**src/rtl/irs_pkg.sv**
```systemverilog
package irs_pkg;
  // ****************************************
  // Sequence timing
  // ****************************************
  localparam int CLK_HZ = 20000000;
  localparam int CRYSTAL_WAIT_CYCLES = 1024;
  localparam int RC_WAIT_CYCLES = 64;
  localparam int CLOCK_START_CYCLES = 8;
  localparam int FLASH_RELEASE_CYCLES = 16;
  localparam int WDT_PERIOD_S = 4;
  localparam int WDT_CYCLES = WDT_PERIOD_S * CLK_HZ;
  localparam int CNT_W = 27;
  // ****************************************
  // Core reset values
  // ****************************************
  localparam logic [15:0] VECTOR_BASE_RESET = 16'h8000;
  localparam logic [15:0] RESET_VECTOR_OFFSET = 16'h0000;
  localparam logic [15:0] GPR_RESET = 16'h0000;
  localparam logic [7:0] PSW_RESET = 8'h00;
  localparam logic [15:0] SP_RESET = 16'h0000;
  localparam int KEY_PINS = 4;
  // ****************************************
  // Sequencer states
  // ****************************************
  typedef enum logic [2:0] {
    IRS_HELD = 3'b000,
    IRS_OSC_WAIT = 3'b001,
    IRS_CLK_START = 3'b010,
    IRS_FLASH_REL = 3'b011,
    IRS_VEC_FETCH = 3'b100,
    IRS_RUN = 3'b101
  } irs_state_t;
endpackage

```
**src/rtl/irs_sequencer.sv**
```systemverilog
`timescale 1ns/100ps
module irs_sequencer #(
  parameter bit HAS_RC_OSC = 1'b0,
  parameter int WDT_PERIOD = irs_pkg::WDT_CYCLES
) (
  // Clock and reset
  input wire logic clk,
  input wire logic reset,
  // Reset sources
  input wire logic external_reset_n,
  input wire logic [irs_pkg::KEY_PINS-1:0] key_port_group,
  // Software control
  input wire logic [irs_pkg::KEY_PINS-1:0] key_select,
  input wire logic key_reset_enable,
  input wire logic watchdog_run,
  input wire logic watchdog_restart,
  input wire logic watchdog_reset_select,
  // Vector fetch
  output logic vector_read,
  output logic [15:0] vector_address,
  input wire logic [15:0] vector_data,
  // Core state
  output logic cpu_halt,
  output logic peripheral_reset,
  output logic flash_reset,
  output logic boot_from_rc,
  output logic watchdog_nmi,
  output logic [15:0] program_counter,
  output logic [15:0] stack_pointer,
  output logic [7:0] processor_status_word,
  output logic [15:0] vector_table_base,
  output logic core_reset_clear
);
  import irs_pkg::*;

  // ****************************************
  // Reset source merge
  // ****************************************
  logic key_en;
  logic wdt_en;
  logic wdt_sel;
  logic wdt_overflow;
  logic sync_a;
  logic sync_b;
  irs_state_t state;
  logic [10:0] count;

  wire logic key_hit = key_en && (key_select != '0)
    && ((key_port_group & key_select) == '0);
  wire logic wdt_reset = wdt_en && wdt_sel && wdt_overflow;
  wire logic any_reset = reset || !external_reset_n || key_hit || wdt_reset;

  function automatic logic [10:0] wait_len(input irs_state_t s);
    case (s)
      IRS_OSC_WAIT: wait_len = HAS_RC_OSC ? 11'(RC_WAIT_CYCLES - 1)
                                          : 11'(CRYSTAL_WAIT_CYCLES - 1);
      IRS_CLK_START: wait_len = 11'(CLOCK_START_CYCLES - 1);
      IRS_FLASH_REL: wait_len = 11'(FLASH_RELEASE_CYCLES - 1);
      default: wait_len = 11'h000;
    endcase
  endfunction

  wire logic phase_done = (count == wait_len(state));

  // ****************************************
  // Watchdog
  // ****************************************
  irs_watchdog #(.PERIOD(WDT_PERIOD)) u_wdt (
    .clk(clk),
    .reset(sync_b),
    .wdt_run(watchdog_run && wdt_en),
    .wdt_restart(watchdog_restart),
    .overflow(wdt_overflow)
  );

  // ****************************************
  // Release synchroniser
  // ****************************************
  always_ff @(posedge clk) begin
    if (any_reset) begin
      sync_a <= 1'b1;
      sync_b <= 1'b1;
    end else begin
      sync_a <= 1'b0;
      sync_b <= sync_a;
    end
  end

  // ****************************************
  // Software enables
  // ****************************************
  always_ff @(posedge clk) begin
    if (sync_b) begin
      key_en <= 1'b0;
      wdt_en <= 1'b0;
      wdt_sel <= 1'b0;
    end else begin
      key_en <= key_reset_enable;
      wdt_en <= watchdog_run;
      wdt_sel <= watchdog_reset_select;
    end
  end

  // ****************************************
  // Boot sequence
  // ****************************************
  irs_state_t next_state;
  always_comb begin
    next_state = state;
    case (state)
      IRS_HELD: next_state = IRS_OSC_WAIT;
      IRS_OSC_WAIT: if (phase_done) next_state = IRS_CLK_START;
      IRS_CLK_START: if (phase_done) next_state = IRS_FLASH_REL;
      IRS_FLASH_REL: if (phase_done) next_state = IRS_VEC_FETCH;
      IRS_VEC_FETCH: next_state = IRS_RUN;
      default: next_state = IRS_RUN;
    endcase
  end

  wire logic [10:0] next_count = (phase_done || state == IRS_HELD) ? 11'h000 : count + 11'h001;

  always_ff @(posedge clk) begin
    if (sync_b) begin
      state <= IRS_HELD;
      count <= 11'h000;
    end else begin
      state <= next_state;
      count <= next_count;
    end
  end

  // ****************************************
  // Core output decode
  // ****************************************
  wire logic flash_done = (state == IRS_FLASH_REL) && phase_done;
  wire logic load_pc = (state == IRS_RUN) && cpu_halt;
  wire logic next_flash_reset = flash_reset && !flash_done;
  wire logic next_core_clear = (state == IRS_HELD) || (state == IRS_OSC_WAIT);
  wire logic next_watchdog_nmi = wdt_en && !wdt_sel && wdt_overflow;
  wire logic [15:0] fetch_address = vector_table_base + RESET_VECTOR_OFFSET;

  // ****************************************
  // Halt and program counter
  // ****************************************
  // Vector data stands one cycle after the read strobe
  always_ff @(posedge clk) begin
    if (sync_b) begin
      cpu_halt <= 1'b1;
      program_counter <= GPR_RESET;
    end else if (load_pc) begin
      cpu_halt <= 1'b0;
      program_counter <= vector_data;
    end
  end

  // ****************************************
  // Reset strobes
  // ****************************************
  always_ff @(posedge clk) begin
    if (sync_b) begin
      peripheral_reset <= 1'b1;
      flash_reset <= 1'b1;
      core_reset_clear <= 1'b1;
    end else begin
      peripheral_reset <= 1'b0;
      flash_reset <= next_flash_reset;
      core_reset_clear <= next_core_clear;
    end
  end

  // ****************************************
  // Vector fetch
  // ****************************************
  always_ff @(posedge clk) begin
    if (sync_b) begin
      vector_read <= 1'b0;
      vector_address <= VECTOR_BASE_RESET + RESET_VECTOR_OFFSET;
      vector_table_base <= VECTOR_BASE_RESET;
    end else begin
      vector_read <= flash_done;
      vector_address <= fetch_address;
    end
  end

  // ****************************************
  // Core registers and interrupt
  // ****************************************
  always_ff @(posedge clk) begin
    if (sync_b) begin
      stack_pointer <= SP_RESET;
      processor_status_word <= PSW_RESET;
      watchdog_nmi <= 1'b0;
    end else begin
      watchdog_nmi <= next_watchdog_nmi;
    end
  end

  // ****************************************
  // Boot clock select
  // ****************************************
  always_ff @(posedge clk) begin
    boot_from_rc <= HAS_RC_OSC;
  end
endmodule

```
**src/rtl/irs_watchdog.sv**
```systemverilog
`timescale 1ns/100ps
module irs_watchdog #(
  parameter int PERIOD = irs_pkg::WDT_CYCLES
) (
  // Clock and reset
  input wire logic clk,
  input wire logic reset,
  // Control
  input wire logic wdt_run,
  input wire logic wdt_restart,
  // Overflow
  output logic overflow
);
  import irs_pkg::*;
  logic [CNT_W-1:0] count;
  wire logic at_end = (count == CNT_W'(PERIOD - 1));
  wire logic [CNT_W-1:0] next_count = (!wdt_run || wdt_restart || at_end) ? '0 : count + 1'b1;
  // ****************************************
  // Four-second overflow counter
  // ****************************************
  always_ff @(posedge clk) begin
    if (reset) begin
      count <= '0;
      overflow <= 1'b0;
    end else begin
      count <= next_count;
      overflow <= wdt_run && !wdt_restart && at_end;
    end
  end
endmodule

```
**config.mk**
```make
export PLATFORM = sky130hd
export DESIGN_NAME = irs_sequencer
export DESIGN_NICKNAME = d
export VERILOG_FILES = /design/src/rtl/irs_pkg.sv /design/src/rtl/irs_sequencer.sv /design/src/rtl/irs_watchdog.sv
export SDC_FILE = /design/constraint.sdc
export NUM_CORES = 1
export LEC_CHECK = 0
export ABC_AREA = 1
export BUFFER_PORTS_ARGS = -buffer_cell sky130_fd_sc_hd__buf_2
export CORE_ASPECT_RATIO = 2
export CORE_UTILIZATION = 40
export DETAILED_ROUTE_END_ITERATION = 8
export PLACE_DENSITY = 0.7
export SYNTH_ARGS = -nofsm -noshare
export SYNTH_HDL_FRONTEND = slang
export SYNTH_SLANG_ARGS = --single-unit
```
**constraint.sdc**
```tcl
create_clock -name clk -period 2.49 [get_ports clk]
set_input_delay 0.249 -clock clk [delete_from_list [all_inputs] [get_ports clk]]
set_output_delay 0.249 -clock clk [all_outputs]
set_load 0.02 [all_outputs]
```
Yosys cells after proc, flatten, opt, wreduce, memory -nomap -nowiden
Index checks and enable logic that the tools add are counted.

Word-level logic and storage cells: 65. Flip-flop bits (word level): 69. Bits of input ports: 31.

Equal/unequal tests: 9. Mux-type cells: 7. Bitwise operators: 1. Add/subtract/negate cells: 2. Reductions and logical operators: 30.

Operators with widths (number): 10-bit one-hot mux with 3 select lines (1); 27-bit by 1-bit adder with 27-bit output, second input constant (1); 27-bit equality test, second input constant (1); 1-bit logical AND (12); 3-bit one-hot mux with 4 select lines (1); 11-bit by 1-bit adder with 11-bit output, second input constant (1); 11-bit equality test (1); 3-bit 2-to-1 mux (3); 1-bit logical OR (7); 3-bit by 2-bit equality test with 1-bit output, second input constant (2); 2-bit != test, second input constant (3); 1-bit logical NOT (5); 4-bit AND (1); 4-bit logical NOT (1); 4-bit nonzero test (1); 2-bit OR reduction (2); 3-bit by 1-bit equality test with 1-bit output, second input constant (1); 3-bit equality test, second input constant (1); 3-bit logical NOT (1); 3-bit AND reduction (1); 1-bit 2-to-1 mux (2).

Logic depth before layout (Yosys ltp)
Depth after elaboration: 6. Mapped depth: 11. Gate-level depth less buffers: 11.

Cells and area by module
Synthesis repeated with hierarchy kept, for this count alone.

Cell total of the unflattened synthesis: 529. Area total of the unflattened synthesis: 3702.3 µm².

Modules (own cells, without submodules): irs_sequencer (instances 1, sequential area each 820.8 µm², cells an instance 289, area each 2159.6 µm²); irs_watchdog (instances 1, sequential area each 560.5 µm², cells an instance 240, area each 1542.7 µm²).

Worst setup path before layout
No wires, ideal clock.

Path type: reg-to-reg. Start point: register u_wdt.count[0]. End point: register u_wdt.count[0]. Setup time: 119 ps. Required time: 2371 ps. Slack: 1046 ps. Buffers on the path: 1. Cell stages (with the launch flop): 10. Arrival: 1325 ps. Clock period less this slack: 1444 ps. Path through: dfxtp_1 > ha_1 > nand2_1 > inv_1 > nand2_1 > nor2_2 > nand3_2 > nand2_4 > buf_4 > nor2_1.

Cells in the longest elaborated chain, start to end: 3. Elaborated cells on any way between the ends: 4.

Ends and longest elaborated chain: from (decl) (line irs_watchdog.sv:15) `logic [CNT_W-1:0] count;`; from (signal assigned) (line irs_watchdog.sv:26) `count <= next_count;`; branches (longest 3 deep; another with 27-bit by 1-bit adder with 27-bit output).

Parallel ways; which one is timed is not known. A chain may end at the register's enable or synchronous reset.

Worst setup path after layout
Start point: register state[0]. End point: register program_counter[11].

Cells in the longest elaborated chain, start to end: 2.

Ends and longest elaborated chain: from (decl) (line irs_sequencer.sv:45) `irs_state_t state;`; from (signal assigned) (line irs_sequencer.sv:127) `state <= next_state;`; 3-bit equality test (line irs_sequencer.sv:136) `wire logic load_pc = (state == IRS_RUN) && cpu_halt;`; 1-bit logical AND (line irs_sequencer.sv:136); to (signal assigned) (line irs_sequencer.sv:152) `program_counter <= vector_data;`; to (decl) (line irs_sequencer.sv:28) `output logic [15:0] program_counter,`.

Every way passes these cells.

==> flow_summary.ini <==
[synth]
yosys_warnings = 0
synth-edff-count = 0
ys.flop_type = dfxtp_1
syn_area_per_cell_um2 = 7.27
ys_types = 34
synthCells = 505
netlist_area_um2 = 3670
ys_seq_area_share_pct = 37.6
ys_ff_latch = 69
synth-async-reset-ratio_pct = 0

[timing]
slew_violations = 0
skew_ps = 5.63
hold_viol = 0
maxSlewHeadroom_pct = 54.3
fin_crit_sh_pct = 66.5
tightest_slew_ps = 683
fin_tns_setup_ps = 0
finalSetupViolCount = 0
fmax_ghz = 0.604
timing.hold.ws_ps = 152
final.min_clock_period_ps = 1650
rsz0062_at_grt = false

[cts]
root_buffer = clkbuf_16
cts_resized = 0
holdBufCountCts = 0
cts_tree = yes
postCtsSetupBuffers = 0
htree_levels = 3
clkLatencyLatePin_ps = 330
cts.sinks = 69
cts_max_path_buffers = 2
cts_buffers = 9
clk_pin_slew_ps = 50

[power]
cellPowerDensity_nw_per_um2 = 593
p_leak_nw = 1.52
peakVddDrop_uv = 436

[finish]
nFillCells = 941
syn_to_final_growth_pct = 10.3
antennaDiodeCount = 0
fin_nets = 591
finalNonFillerCells = 665
drive_above_1_share_pct = 17.6

[critical_path]
endpoint_kind = flop
cp_max_fo = 17
path_class = flop to flop
cp-start-kind = flop
reg2reg_to = program_counter[11]$_SDFFE_PP0P_
crit_end = program_counter[11]$_SDFFE_PP0P_
r2r_setup_slack_ps = 840
worstPathRequired_ps = 2700
r2r-start = state[0]$_SDFFE_PP0P_
rr_worst_depth = 5
crit_start = state[0]$_SDFFE_PP0P_
crit_arrival_ps = 1860

[drt]
vias = 3161
drtIter0Drc = 160
antenna_left = 0
drc_errors = 0
routed_wl_um = 8020
via_per_inst = 4.75
wire_per_inst_um = 12.1
drt_first_pass_iters = 5

[worst_hold_path]
hp-class = input port to flop

[floorplanning]
ios = 110
fp.dieW_um = 69.8
die_area_um2 = 9590
fp.dieH_um = 138
start_util_pct = 41.0
rows = 49
core_um2 = 8950

[grt]
gr-usage-met3_pct = 4.61
grt_usage_pct = 17.3
met1_usage_pct = 16.4
grt_max_degree = 28
grt_pass1_wl_um = 13000
grt.overflow.total = 0
grt_pass1_vias = 2923
grt_antenna_before_repair = 0
grt_util_met2_pct = 33.0
grt_most_used_layer = met2

[place]
dp_cells = 649
io_buffers = 52
place.gp.congestion = 0.943
hpwl_um = 6150

[flow_run]
cap_violations = 0

[status]
status = finished clean
-- worst max-delay path: stages (launching register included) --
cell and delay (ps):
dfxtp_1 450, inv_2 90, nor3_4 540, nand2_4 260
nand2_1 120, a21oi_1 70
-- synthesized netlist by cell type, types with 3 or more instances --
master | count | area share [%]
inv_2 | 5 | 0.51
nand3_1 | 31 | 4.2
nand3_2 | 3 | 0.82
a21oi_1 | 33 | 4.5
nand3b_1 | 8 | 1.6
nor2_1 | 77 | 7.9
nor2_2 | 12 | 2.0
buf_4 | 58 | 12
o21ai_0 | 5 | 0.68
buf_6 | 4 | 1.2
inv_1 | 34 | 3.5
nand2_1 | 113 | 12
xor2_1 | 11 | 2.6
dfxtp_1 | 69 | 38
nand4_1 | 4 | 0.68
xnor2_1 | 7 | 1.7
nor3_1 | 3 | 0.41
nand2_4 | 4 | 1.2
clkbuf_1 | 4 | 0.41
-- per-layer routing --
layer  part of all wire (%)  wire (um)  up-vias
li1                       -          -     1580
met1                     36       2920     1447
met2                     55       4410      106
met3                    4.2        339       28
met4                    4.2        339        0
met5                      0          0        -
-- sequential cells by signal, indices dropped and copies added (netlist names) --
signal,cells
core_reset_clear,1
count,11
cpu_halt,1
flash_reset,1
key_en,1
peripheral_reset,1
program_counter,16
state,3
sync_a,1
sync_b,1
u_wdt.count,27
u_wdt.overflow,1
vector_read,1
watchdog_nmi,1
wdt_en,1
wdt_sel,1
-- worst min path at each step --
stage                            start                      end  slack [ps]  cells after the start
floorplan             key_reset_enable        key_en$_SDFF_PP0_         360                      2
global placement    wdt_sel$_SDFF_PP0_  watchdog_nmi$_SDFF_PP0_         410                      1
detailed placement  wdt_sel$_SDFF_PP0_  watchdog_nmi$_SDFF_PP0_         420                      1
CTS                              reset        sync_b$_SDFF_PP1_         150                      3
global route          key_reset_enable        key_en$_SDFF_PP0_         150                      3
finish                           reset           sync_a$_DFF_P_         150                      3
-- cells in the final DEF, fill, tap and decap left out, types with 2 or more instances in the layout --
cell type | Yosys | routed
nand2_1 | 113 | 113
nor2_1 | 77 | 77
dfxtp_1 | 69 | 69
conb_1 | 2 | 57
buf_2 | 0 | 52
inv_1 | 34 | 34
a21oi_1 | 33 | 33
nand3_1 | 31 | 31
nor2_2 | 12 | 12
xor2_1 | 11 | 11
clkbuf_16 | 0 | 9
nand3b_1 | 8 | 8
xnor2_1 | 7 | 7
inv_2 | 5 | 5
o21ai_0 | 5 | 5
nand4_1 | 4 | 4
nand2_4 | 4 | 4
clkbuf_1 | 4 | 4
nand3_2 | 3 | 3
nor3_1 | 3 | 3
nand2_2 | 2 | 2
nor2_4 | 2 | 2
or2_2 | 2 | 2
ha_1 | 2 | 2
clkbuf_8 | 0 | 2
-- area by class of cell --
cell class / count / area, um^2 / share of cell area (%)
multi-input cells: 386 / 1860 / 45.8
inverters: 39 / 146 / 3.61
flip-flops and latches: 69 / 1380 / 34.1
clock inverters: 1 / 5.00 / 0.124
clock buffers: 15 / 268 / 6.61
well taps: 102 / 128 / 3.15
repair buffers: 53 / 268 / 6.61
-- power breakdown --
part	total, W	internal (W)	switching (W)	leakage [nW]
Sequential	0.00111	0.00111	0.00000288	0.556
Clock	0.00116	0.000727	0.000433	0.134
Combinational	0.000130	0.0000256	0.000105	0.830
-- per-stage QoR --
stage / power, W / util, % / instance area [um^2] / worst slack [ps]
floorplan: 0.00130 / - / 3880 / 1050
global placement: 0.00126 / 42.2 / 3780 / 900
detailed placement: 0.00126 / 42.2 / 3780 / 828
CTS: 0.00243 / 45.3 / 4050 / 814
global route: 0.00250 / 45.3 / 4050 / 674
finish: 0.00240 / 45.3 / 4050 / 835
-- cells by family after synthesis --
| family | synth area share, % |
|---|---|
| buffers and inverters | 17.5 |
| DFF | 37.6 |
| and+or+nand+nor | 33.9 |
| adders and majority gates | 0.681 |
| AOI/OAI and AO/OA | 5.83 |
| other | 0.205 |
| xor gates and xnor gates | 4.29 |
Note: power is estimated with default switching activity, not from simulation.
